==> config.mk <==
export PLATFORM = sky130hd
export DESIGN_NAME = ilcd_detector
export DESIGN_NICKNAME = d
export VERILOG_FILES = /design/src/rtl/ilcd_pkg.sv /design/src/rtl/ilcd_detector.sv
export SDC_FILE = /design/constraint.sdc
export NUM_CORES = 1
export LEC_CHECK = 0
export BUFFER_PORTS_ARGS = -buffer_cell sky130_fd_sc_hd__buf_2
export CAP_MARGIN = 20
export CELL_PAD_IN_SITES_DETAIL_PLACEMENT = 1
export CELL_PAD_IN_SITES_GLOBAL_PLACEMENT = 1
export CORE_UTILIZATION = 44
export DETAILED_ROUTE_END_ITERATION = 12
export GPL_ROUTABILITY_DRIVEN = 0
export PLACE_DENSITY_LB_ADDON = 0.1
export SLEW_MARGIN = 20
export SYNTH_ARGS = -nofsm -noshare
export SYNTH_HDL_FRONTEND = slang
export SYNTH_SLANG_ARGS = --single-unit
==> constraint.sdc <==
create_clock -name hclk -period 4.4 [get_ports hclk]
set_input_delay 0.44 -clock hclk [delete_from_list [all_inputs] [get_ports hclk]]
set_output_delay 0.44 -clock hclk [all_outputs]
set_load 0.02 [all_outputs]
==> src/rtl/ilcd_pkg.sv <==
// package for the inband loopback code detector: register map, fields, timing
// assumes one clock domain at 125 MHz and 32-bit AHB-Lite register access
package ilcd_pkg;
    // ****************************************
    // register word indexes and byte addresses
    // ****************************************
    localparam logic [7:0] ILCD_IDX_CFG = 8'h3c;
    localparam logic [7:0] ILCD_IDX_IES = 8'h3d;
    localparam logic [7:0] ILCD_IDX_ACT = 8'h3e;
    localparam logic [7:0] ILCD_IDX_DEACT = 8'h3f;
    localparam logic [7:0] ILCD_IDX_STAT = 8'h40;
    localparam logic [7:0] ILCD_IDX_CLR = 8'h41;
    localparam logic [7:0] ILCD_IDX_IEN = 8'h42;
    localparam logic [11:0] ILCD_ADDR_CFG = {2'h0, ILCD_IDX_CFG, 2'h0};
    localparam logic [11:0] ILCD_ADDR_IES = {2'h0, ILCD_IDX_IES, 2'h0};
    localparam logic [11:0] ILCD_ADDR_ACT = {2'h0, ILCD_IDX_ACT, 2'h0};
    localparam logic [11:0] ILCD_ADDR_DEACT = {2'h0, ILCD_IDX_DEACT, 2'h0};
    localparam logic [11:0] ILCD_ADDR_STAT = {2'h0, ILCD_IDX_STAT, 2'h0};
    localparam logic [11:0] ILCD_ADDR_CLR = {2'h0, ILCD_IDX_CLR, 2'h0};
    localparam logic [11:0] ILCD_ADDR_IEN = {2'h0, ILCD_IDX_IEN, 2'h0};
    // ****************************************
    // field positions and reset values
    // ****************************************
    localparam int ILCD_CFG_SPEEDUP = 7;
    localparam int ILCD_IES_ACT_PRES = 7;
    localparam int ILCD_IES_DEACT_PRES = 6;
    localparam int ILCD_IES_ACT_IE = 5;
    localparam int ILCD_IES_DEACT_IE = 4;
    localparam int ILCD_IES_ACT_CHG = 3;
    localparam int ILCD_IES_DEACT_CHG = 2;
    localparam int ILCD_IES_ACT_DET = 1;
    localparam int ILCD_IES_DEACT_DET = 0;
    localparam logic [7:0] ILCD_RST_BYTE = 8'h00;
    // ****************************************
    // timing
    // ****************************************
    localparam real ILCD_CLK_MHZ = 125.0;
    localparam real ILCD_WINDOW_MS = 39.8;
    localparam int ILCD_WINDOW_CYC = int'(ILCD_WINDOW_MS * ILCD_CLK_MHZ * 1000.0 - 0.5);
    localparam int ILCD_SPEEDUP_DIV = 256;
    typedef struct packed {
        logic [1:0] deact_sel;
        logic [1:0] act_sel;
        logic test_speedup;
        logic act_ie;
        logic deact_ie;
    } ilcd_ctrl_s;
endpackage

==> src/rtl/ilcd_detector.sv <==
// inband loopback code detector with AHB-Lite register slave
// assumes rx_bit/rx_bit_valid synchronous to hclk, one valid per line bit
`timescale 1ns/1ps
`default_nettype none
// Contract
// - two-bit length selector: 00 five, 01 six, 10 seven, 11 eight bits
// - presence flag set when the pattern was seen during the 39.8 ms interval
// - activate enable gates every activate detect change onto processor_irq_n; irq uses the enable register instead
// - deactivate enable gates every deactivate detect change onto processor_irq_n; irq uses the enable register instead
// - per-pattern change flag shows that a detect change raised the interrupt
// - read-only current detect state for each pattern
// - activate pattern register, msb is first received bit
// - deactivate pattern register, msb is earliest received bit
// - reset clears patterns, selectors, test bit and enables
module ilcd_detector #(
    parameter int WINDOW_CYC = ilcd_pkg::ILCD_WINDOW_CYC
) (
    input wire logic hclk,
    input wire logic hresetn,
    input wire logic hsel,
    input wire logic [31:0] haddr,
    input wire logic [1:0] htrans,
    input wire logic hwrite,
    input wire logic [2:0] hsize,
    input wire logic [31:0] hwdata,
    input wire logic hready,
    output logic [31:0] hrdata,
    output logic hreadyout,
    output logic hresp,
    input wire logic rx_bit,
    input wire logic rx_bit_valid,
    output logic processor_irq_n,
    output logic irq
);
    // ****************************************
    // bus slave
    // ****************************************
    function automatic logic [3:0] pat_len(input logic [1:0] sel);
        unique case (sel)
            2'h0: pat_len = 4'h5;
            2'h1: pat_len = 4'h6;
            2'h2: pat_len = 4'h7;
            2'h3: pat_len = 4'h8;
        endcase
    endfunction

    function automatic logic pat_match(input logic [7:0] hist, input logic [7:0] pat, input logic [1:0] sel);
        logic ok;
        int n;
        ok = 1'b1;
        n = int'(pat_len(sel));
        for (int i = 0; i < 8; i++) begin
            if (i < n) begin
                if (hist[n - 1 - i] != pat[7 - i]) begin
                    ok = 1'b0;
                end
            end
        end
        pat_match = ok;
    endfunction

    logic ap_valid_q;
    logic ap_valid_d;
    logic ap_write_q;
    logic ap_write_d;
    logic [11:0] ap_addr_q;
    logic [11:0] ap_addr_d;
    ilcd_pkg::ilcd_ctrl_s ctrl_q;
    ilcd_pkg::ilcd_ctrl_s ctrl_d;
    logic [7:0] act_pat_q;
    logic [7:0] act_pat_d;
    logic [7:0] deact_pat_q;
    logic [7:0] deact_pat_d;
    logic [31:0] hrdata_q;
    logic [31:0] hrdata_d;
    logic [1:0] sticky_q;
    logic [1:0] sticky_d;
    logic [1:0] ien_q;
    logic [1:0] ien_d;
    logic irq_q;
    logic irq_d;
    logic irq_n_q;
    logic irq_n_d;
    logic ies_read;
    logic wr_act;
    logic wr_clr;

    always_comb begin
        ap_valid_d = hsel & hready & htrans[1];
        ap_write_d = hwrite;
        ap_addr_d = haddr[11:0];
        ctrl_d = ctrl_q;
        act_pat_d = act_pat_q;
        deact_pat_d = deact_pat_q;
        ien_d = ien_q;
        wr_act = ap_valid_q & ap_write_q;
        wr_clr = 1'b0;
        if (wr_act) begin
            unique case (ap_addr_q)
                ilcd_pkg::ILCD_ADDR_CFG: begin
                    ctrl_d.test_speedup = hwdata[ilcd_pkg::ILCD_CFG_SPEEDUP];
                    ctrl_d.deact_sel = hwdata[3:2];
                    ctrl_d.act_sel = hwdata[1:0];
                end
                ilcd_pkg::ILCD_ADDR_IES: begin
                    ctrl_d.act_ie = hwdata[ilcd_pkg::ILCD_IES_ACT_IE];
                    ctrl_d.deact_ie = hwdata[ilcd_pkg::ILCD_IES_DEACT_IE];
                end
                ilcd_pkg::ILCD_ADDR_ACT: act_pat_d = hwdata[7:0];
                ilcd_pkg::ILCD_ADDR_DEACT: deact_pat_d = hwdata[7:0];
                ilcd_pkg::ILCD_ADDR_CLR: wr_clr = 1'b1;
                ilcd_pkg::ILCD_ADDR_IEN: ien_d = hwdata[1:0];
                default: ;
            endcase
        end
    end

    // ****************************************
    // bus and control registers
    // ****************************************
    always_ff @(posedge hclk or negedge hresetn) begin
        if (!hresetn) begin
            ap_valid_q <= 1'b0;
            ap_write_q <= 1'b0;
            ap_addr_q <= 12'h000;
            ctrl_q <= '0;
            act_pat_q <= ilcd_pkg::ILCD_RST_BYTE;
            deact_pat_q <= ilcd_pkg::ILCD_RST_BYTE;
            ien_q <= 2'h0;
        end else begin
            ap_valid_q <= ap_valid_d;
            ap_write_q <= ap_write_d;
            ap_addr_q <= ap_addr_d;
            ctrl_q <= ctrl_d;
            act_pat_q <= act_pat_d;
            deact_pat_q <= deact_pat_d;
            ien_q <= ien_d;
        end
    end

    // ****************************************
    // pattern detection
    // ****************************************
    logic [7:0] hist_q;
    logic [7:0] hist_d;
    logic [31:0] win_q;
    logic [31:0] win_d;
    logic [1:0] seen_q;
    logic [1:0] seen_d;
    logic [1:0] miss_q;
    logic [1:0] miss_d;
    logic [1:0] det_q;
    logic [1:0] det_d;
    logic [1:0] pres_q;
    logic [1:0] pres_d;
    logic [1:0] chg_q;
    logic [1:0] chg_d;
    logic [1:0] match;
    logic [31:0] win_len;
    logic win_end;

    // ****************************************
    // observation window counter
    // ****************************************
    always_comb begin
        win_len = ctrl_q.test_speedup ? 32'(WINDOW_CYC / ilcd_pkg::ILCD_SPEEDUP_DIV) : 32'(WINDOW_CYC);
        if (win_len == 32'h0) begin
            win_len = 32'h1;
        end
        win_end = (win_q >= win_len - 32'h1);
        win_d = win_end ? 32'h0 : win_q + 32'h1;
    end

    always_ff @(posedge hclk or negedge hresetn) begin
        if (!hresetn) begin
            win_q <= 32'h0;
        end else begin
            win_q <= win_d;
        end
    end

    always_comb begin
        hist_d = hist_q;
        seen_d = seen_q;
        miss_d = miss_q;
        det_d = det_q;
        pres_d = pres_q;
        match[1] = pat_match(hist_q, act_pat_q, ctrl_q.act_sel);
        match[0] = pat_match(hist_q, deact_pat_q, ctrl_q.deact_sel);
        if (rx_bit_valid) begin
            hist_d = {hist_q[6:0], rx_bit};
            seen_d = seen_q | match;
            miss_d = miss_q | ~match;
        end
        if (win_end) begin
            pres_d = seen_d;
            for (int i = 0; i < 2; i++) begin
                if (!miss_d[i]) begin
                    det_d[i] = 1'b1;
                end else if (!seen_d[i]) begin
                    det_d[i] = 1'b0;
                end
            end
            seen_d = 2'h0;
            miss_d = 2'h0;
        end
    end

    // ****************************************
    // detection registers
    // ****************************************
    always_ff @(posedge hclk or negedge hresetn) begin
        if (!hresetn) begin
            hist_q <= 8'h00;
            seen_q <= 2'h0;
            miss_q <= 2'h0;
            det_q <= 2'h0;
            pres_q <= 2'h0;
        end else begin
            hist_q <= hist_d;
            seen_q <= seen_d;
            miss_q <= miss_d;
            det_q <= det_d;
            pres_q <= pres_d;
        end
    end

    // ****************************************
    // change flags, status and interrupts
    // ****************************************
    logic [1:0] edge_ev;
    logic [7:0] ies_byte;

    always_comb begin
        edge_ev = det_d ^ det_q;
        ies_read = ap_valid_q & ~ap_write_q & (ap_addr_q == ilcd_pkg::ILCD_ADDR_IES);
        chg_d = chg_q;
        if (ies_read) begin
            chg_d = 2'h0;
        end
        chg_d[1] = chg_d[1] | (edge_ev[1] & ctrl_q.act_ie);
        chg_d[0] = chg_d[0] | (edge_ev[0] & ctrl_q.deact_ie);
        sticky_d = sticky_q;
        if (wr_clr) begin
            sticky_d = sticky_q & ~hwdata[1:0];
        end
        sticky_d = sticky_d | edge_ev;
        irq_d = |(sticky_d & ien_q);
        irq_n_d = ~|chg_d;
        ies_byte = {pres_q, ctrl_q.act_ie, ctrl_q.deact_ie, chg_q, det_q};
        hrdata_d = 32'h0;
        if (hsel & hready & htrans[1] & ~hwrite) begin
            unique case (haddr[11:0])
                ilcd_pkg::ILCD_ADDR_CFG: hrdata_d = {24'h0, ctrl_q.test_speedup, 3'h0, ctrl_q.deact_sel, ctrl_q.act_sel};
                ilcd_pkg::ILCD_ADDR_IES: hrdata_d = {24'h0, ies_byte};
                ilcd_pkg::ILCD_ADDR_ACT: hrdata_d = {24'h0, act_pat_q};
                ilcd_pkg::ILCD_ADDR_DEACT: hrdata_d = {24'h0, deact_pat_q};
                ilcd_pkg::ILCD_ADDR_STAT: hrdata_d = {30'h0, sticky_q};
                ilcd_pkg::ILCD_ADDR_IEN: hrdata_d = {30'h0, ien_q};
                default: hrdata_d = 32'h0;
            endcase
        end
    end

    // ****************************************
    // status registers
    // ****************************************
    always_ff @(posedge hclk or negedge hresetn) begin
        if (!hresetn) begin
            chg_q <= 2'h0;
            sticky_q <= 2'h0;
        end else begin
            chg_q <= chg_d;
            sticky_q <= sticky_d;
        end
    end

    // ****************************************
    // registered outputs
    // ****************************************
    always_ff @(posedge hclk or negedge hresetn) begin
        if (!hresetn) begin
            irq_q <= 1'b0;
            irq_n_q <= 1'b1;
            hrdata_q <= 32'h0;
        end else begin
            irq_q <= irq_d;
            irq_n_q <= irq_n_d;
            hrdata_q <= hrdata_d;
        end
    end

    assign hrdata = hrdata_q;
    assign hreadyout = 1'b1;
    assign hresp = 1'b0;
    assign processor_irq_n = irq_n_q;
    assign irq = irq_q;
endmodule
`default_nettype wire

-- Yosys cells after proc, flatten, opt, wreduce, memory -nomap -nowiden
Index checks and enable logic that the tools add are counted.
W data, S select, Z words.
- logic and storage cells: 238
- bits in registers: 125
- bits in latches: 0
- input bits: 76
- output and inout bits: 36
- bits in writable memories: 0
- memories: 0
- bits in read-only memories: 0
- magnitude comparators: 33
- eq/ne operators: 34
- add/sub/neg operators: 18
- shift operators: 0
- divide/modulo/power cells: 0
- multipliers: 0
- bitwise logic cells: 20
- reductions and logical operators: 11
- muxes and demuxes: 100
- operators with widths (kind ; number):
    $lt A32 B5 Y1 const B ; 12
    $eq A12 B8 Y1 const B ; 8
    $mux W1 ; 70
    $bmux W1 S3 ; 16
    $eq A12 B9 Y1 const B ; 4
    $pmux W8 S6 ; 1
    $sub A5 B4 Y6 const B ; 8
    $mux W23 ; 2
    $add A32 B1 Y32 const B ; 1
    $ge A32 B32 Y1 ; 1
    $logic_not A32 Y1 ; 1
    $lt A3 B4 Y1 const A ; 8
    $mux W32 ; 1
    $pmux W4 S4 ; 2
    $sub A32 B1 Y32 const B ; 1
    $sub A5 B3 Y6 const B ; 4
    $lt A1 B4 Y1 const A ; 4
    $lt A2 B4 Y1 const A ; 4
    $ne A1 B1 Y1 ; 16
    $mux W2 ; 7
    $lt A6 B5 Y1 const B ; 2
    $sub A5 B2 Y6 const B ; 2
    $lt A5 B5 Y1 const B ; 2
    $reduce_and A2 Y1 ; 5
    other kinds (14) ; 34

-- Longest topological paths before layout
- depth in word-level cells: 33
- depth in mapped cells: 16
- gate-level depth less buffers: 14

-- Worst setup path after synthesis
No wires, ideal clock.
- path type: flip-flop to flip-flop
- from: register ctrl_q[3] (netlist bit)
- to: register irq_n_q (netlist: processor_irq_n)
- path slack: 0.775 ns
- stages on the path, launching flop included: 17
- clock period less this slack: 3.625 ns
- setup time: 0.078 ns
- required time: 4.322 ns
- buffers on the path: 2
- data arrival time: 3.546 ns
- cell sequence: dfrtp_1 -> inv_1 -> ha_1 -> buf_4 -> nor2_4 -> inv_1 -> fa_1 -> clkbuf_1 -> mux2i_1 -> mux4_2 -> xor2_1 -> nand2_1 -> a2111oi_2 -> and2_1 -> a21oi_1 -> a211o_1 -> and3b_1
- longest elaborated chain between the ends: 33
- elaborated cells between the ends (all ways): 82
- those cells by class: add/sub: 8; order compare: 8; eq/ne: 11; mux: 46; bitwise: 6; reduce/logical: 3
- RTL lines (element ; RTL line ; text):
    start: declaration ; ilcd_detector.sv:68 ; ilcd_pkg::ilcd_ctrl_s ctrl_q;
    start signal: assignment ; ilcd_detector.sv:134 ; ctrl_q <= ctrl_d;
    $eq A2 B2 Y1, or another cell as far along ; ilcd_detector.sv:39 ; unique case (sel)
    $pmux W4 S4 (*) ; ilcd_detector.sv:39 ;
    branches (longest 20 deep; another with $sub A5 B2 Y6) ; -- ;
    $mux W1 (*) ; ilcd_detector.sv:53 ; if (i < n) begin
    $or A2 B2 Y2 or $not A2 Y2 (tied branches) ; ilcd_detector.sv:192, ilcd_detector.sv:193 ;
    $mux W2 or $or A2 B2 Y2 (tied branches) ; ilcd_detector.sv:190, ilcd_detector.sv:193 ;
    $mux W1 or $mux W2 (tied branches) ; ilcd_detector.sv:200, ilcd_detector.sv:190 ;
    $mux W1 (*) ; ilcd_detector.sv:198 ; if (!miss_d[i]) begin
    $mux W2 (*) ; ilcd_detector.sv:195 ; if (win_end) begin
    $xor A2 B2 Y2 (*) ; ilcd_detector.sv:235 ; edge_ev = det_d ^ det_q;
    $and A1 B1 Y1 (*) ; ilcd_detector.sv:241 ; chg_d[1] = chg_d[1] | (edge_ev[1] & ctrl_q.act_ie);
    $or A1 B1 Y1 (*) ; ilcd_detector.sv:241 ;
    $reduce_or A2 Y1 (*) ; ilcd_detector.sv:249 ; irq_n_d = ~|chg_d;
    $logic_not A1 Y1 (*) ; ilcd_detector.sv:249 ;
    named net irq_n_d ; ilcd_detector.sv:83 ; logic irq_n_d;
    end signal: assignment ; ilcd_detector.sv:288 ; irq_n_q <= irq_n_d;
    end: declaration ; ilcd_detector.sv:82 ; logic irq_n_q;
Mark *: on every way through the listed nets, which the timed path passes. The select of a mux whose other input is x is not followed.
A chain may end at the register's enable or synchronous reset.

-- Final worst setup path
- from: register ctrl_q[6] (netlist bit)
- to: register irq_q (netlist: irq)
- longest elaborated chain between the ends: 32
- elaborated cells between the ends (all ways): 81
- those cells by class: add/sub: 8; order compare: 8; eq/ne: 11; mux: 46; bitwise: 6; reduce/logical: 2
- RTL lines (element ; RTL line ; text):
    $eq A2 B2 Y1, or another cell as far along ; ilcd_detector.sv:39 ;
    $pmux W4 S4 (*) ; ilcd_detector.sv:39 ;
    branches (longest 20 deep; another with $sub A5 B2 Y6) ; -- ;
    $mux W1 (*) ; ilcd_detector.sv:53 ;
    $or A2 B2 Y2 or $not A2 Y2 (tied branches) ; ilcd_detector.sv:192, ilcd_detector.sv:193 ;
    $mux W2 or $or A2 B2 Y2 (tied branches) ; ilcd_detector.sv:190, ilcd_detector.sv:193 ;
    $mux W1 or $mux W2 (tied branches) ; ilcd_detector.sv:200, ilcd_detector.sv:190 ;
    $mux W1 (*) ; ilcd_detector.sv:198 ;
    $mux W2 (*) ; ilcd_detector.sv:195 ;
    $xor A2 B2 Y2 (*) ; ilcd_detector.sv:235 ;
    $or A2 B2 Y2 (*) ; ilcd_detector.sv:247 ; sticky_d = sticky_d | edge_ev;
    named net sticky_d[0] ; ilcd_detector.sv:77 ; logic [1:0] sticky_d;
    $and A2 B2 Y2 (*) ; ilcd_detector.sv:248 ; irq_d = |(sticky_d & ien_q);
    $reduce_or A2 Y1 (*) ; ilcd_detector.sv:248 ;
    named net irq_d ; ilcd_detector.sv:81 ; logic irq_d;
    end signal: assignment ; ilcd_detector.sv:287 ; irq_q <= irq_d;
    end: declaration ; ilcd_detector.sv:80 ; logic irq_q;
Marks and branches as above.

==> flow_summary.toml <==
[run_status]
status = "finished, final reports clean"

[grt]
grt_max_degree = 69
grt_pass1_vias = 4590
grtUsageTotal_pct = 21.1
grt_antenna_before_repair = 0
grt_pass1_wl_um = 23600
grt.overflow.total = 0

[drt]
dr.pass1.iters = 4
post_drt_wl_per_cell_um = 17.3
routed_wirelength_um = 13800
vias_per_cell = 5.48
drc_errors = 0
drtIter0Drc = 199
vias = 4368
antenna_left = 0

[place]
hpwl_um = 10300
port_buffers = 37
placed_cells = 781

[setup_path]
cp-startpoint = "ctrl_q[6]$_DFFE_PN0P_"
cp.arrival_ns = 4.31
cp-end-kind = "flop"
crit_fanout = 10
reg2reg_depth = 14
crit_path_cell_trace = "inv_1 -> ha_2 -> nor2_8 -> inv_1 -> fa_1 -> inv_1 -> mux4_2 -> nor4bb_1 -> o21a_1 -> o2111ai_1 -> or2_1 -> a22oi_2 -> o21ai_2 -> a22o_1"
cp_slowest_cell = "fa_1"
rr_endpoint = "irq$_DFF_PN0_"
slowest_delay_ns = 0.51
crit_top_cell = "inv_1"
critPathRequiredTime_ns = 4.64
crit_path_start_kind = "flop"
reg2reg_from = "ctrl_q[6]$_DFFE_PN0P_"
reg2reg_slack_ns = 0.33
crit_type = "flop to flop"

[timing]
rsz0062_at_grt = "no"
hold_viol = 0
slew_headroom_pct = 41.0
slew_violations = 0
fin_skew_ns = 0.00832
period_needed_ns = 4.07
tightest_slew_ns = 0.885
finalCritPeriodShare_pct = 92.6
max_freq_ghz = 0.246
fin_tns_setup_ns = 0
finalSetupViolCount = 0

[power_and_ir_drop]
p_sw_mw = 0.607
finalPower_mw = 2.15
internal_power_mw = 1.54
p_leak_nw = 3.01
combPwrFrac_pct = 16.3
powerDensity_mw_per_mm2 = 323
p_sw_share_pct = 28.2
seqPwrFrac_pct = 48.4
ir_worst_vdd_uv = 262
clkPwrFrac_pct = 35.4

[run]
maxCapViolations = 0

[finish]
multiInputGateArea_mm2 = 0.00333
final_core_util_pct = 49.7
antenna_cells = 0
drive_gt1_share_pct = 19.8
area_delta_synth_final_pct = 9.09
instances_no_fill = 797
fillCellCount = 1513
num-nets-final = 721
seq_area_mm2 = 0.00253

[yosys]
syn_area_mm2 = 0.00611
synthCells = 579
yosys_most_used_dff = "dfrtp_1"
synthTopCellsByArea = "dfrtp_1 41%, mux2_2 6.3%, ha_1 5.5%"
synth.most_common_cell = "dfrtp_1"
synth_common_cells = "100 x dfrtp_1, 58 x nor2_1, 45 x nand2_1"
synth.distinct_cells = 69
synthArstFlopShare_pct = 100
seq_area_frac_synth_pct = 41.4
yosysWarnings = 0
synth-seq-cells = 101
synth.avg_cell_area_um2 = 10.5
yosysTopAreaCell = "dfrtp_1"
synth_edf_count = 0
synth.top_cell.area_share_pct = 41.0

[clocking]
clockBufferDepth = 2
cts.sinks = 101
post_cts_buffers = 0
cts-root-buf = "clkbuf_16"
cts_buffers = 9
clkLatencyLatePin_ns = 0.35
cts_tree = "yes"
ctsHtreeMaxLevel = 3
clkTransAtPathRegs_ns = 0.07

[die]
fp.dieArea_mm2 = 0.0144
fp-row-count = 42
die_w_um = 120
fp.dieH_um = 120
core_mm2 = 0.0134
ioPinCount = 112
start_util_pct = 45.6

[hold_path]
hold_class = "input port to async pin"
==> how the worst max path moves through the flow <==
stage | slack, ns | cells after the start | end
3_5_place_dp | 0.22 | 14 | irq$_DFF_PN0_
3_3_place_gp | 0.30 | 14 | irq$_DFF_PN0_
6_report | 0.33 | 14 | irq$_DFF_PN0_
2_1_floorplan | 0.78 | 16 | processor_irq_n$_DFF_PN1_
5_1_grt | 0.09 | 14 | irq$_DFF_PN0_
4_1_cts | 0.21 | 14 | irq$_DFF_PN0_
==> metal layers <==
metal | global-route usage (%) | routed length (µm) | up-vias
li1 | - | - | 2078
met1 | 27.3 | 6350 | 2214
met2 | 36.0 | 6880 | 65
met3 | 3.85 | 435 | 11
met4 | 5.70 | 138 | 0
met5 | 0 | 0 | -
==> cell usage in the layout, fill, tap and decap left out, types with 4 or more instances in the layout <==
cell type | netlist | routed
dfrtp_1 | 100 | 100
nor2_1 | 58 | 58
nand2_1 | 45 | 45
buf_2 | 4 | 36
mux2_2 | 34 | 34
conb_1 | 2 | 34
ha_1 | 27 | 25
mux2i_1 | 23 | 23
o21ai_0 | 22 | 22
inv_1 | 20 | 20
nand3_1 | 17 | 17
a21oi_1 | 17 | 16
mux4_2 | 15 | 15
xor2_1 | 15 | 15
xnor2_1 | 13 | 13
o21a_1 | 9 | 9
clkbuf_16 | 0 | 9
or3_1 | 7 | 7
nand4_1 | 6 | 6
nand2b_1 | 6 | 6
a211o_1 | 6 | 6
nor3b_1 | 6 | 6
buf_4 | 30 | 6
and3_1 | 5 | 5
nor3_1 | 5 | 5
nor4_1 | 5 | 5
o211ai_1 | 4 | 4
and2_1 | 4 | 4
==> cell families after synthesis <==
| kind of cell | after synthesis | synth area share [%] |
|---|---|---|
| and+or+nand+nor | 187 | 15.5 |
| DFF | 101 | 41.4 |
| AOI/OAI and AO/OA | 91 | 10.5 |
| muxes | 73 | 16.0 |
| buffers and inverters | 68 | 6.25 |
| adders and majority gates | 29 | 6.19 |
| xor gates and xnor gates | 28 | 4.01 |
| other | 2 | 0.123 |
==> metrics by stage <==
step	hold slack (ns)	instance area (µm²)	setup WS, ns
floorplan	0.144	6230	0.775
global placement	0.482	6370	0.297
detailed placement	0.504	6370	0.224
CTS	0.193	6660	0.209
global route	0.196	6660	0.0938
finish	0.207	6660	0.327
==> registers in the layout (all words and copies together) (netlist names), 2 cells and up <==
register,flops
win_q,32
ap_addr_q,12
act_pat_q,8
deact_pat_q,8
hist_q,8
hrdata,8
ctrl_q,7
chg_q,2
det_q,2
ien_q,2
miss_q,2
pres_q,2
seen_q,2
sticky_q,2
==> worst max-delay path, delay by kind of cell (launching register included) <==
| kind | cells | cell delay (ns) |
|---|---|---|
| buffers and inverters | 3 | 0.42 |
| AND/OR/NAND/NOR | 3 | 0.88 |
| AO/OA/AOI/OAI | 5 | 1.01 |
| adder cells (fa/ha/maj) | 2 | 0.78 |
| multiplexers | 1 | 0.40 |
| flip-flops | 1 | 0.47 |
==> power groups by stage <==
stage,logic [mW],registers (mW),clock network [mW]
after floorplan,0.323,1.00,0
after CTS,0.353,1.04,0.790
after global routing,0.386,1.05,0.822
after detailed placement,0.351,1.06,0
after global placement,0.339,1.06,0
final,0.350,1.04,0.761
==> layout make-up <==
| type | count | area share, % |
|---|---|---|
| multi-input cells | 442 | 50.0 |
| flip-flops and latches | 101 | 37.9 |
| inverters | 20 | 1.13 |
| repair buffers | 42 | 3.38 |
| clock buffers | 10 | 3.59 |
| well taps | 176 | 3.30 |
| clock inverters | 6 | 0.676 |
==> repair_timing <==
action / CTS / global route
resized for setup: 0 / 3
hold buffers: 0 / 0
endpoints found under the setup margin: 0 / 2
Power figures use the tool's default switching activity.
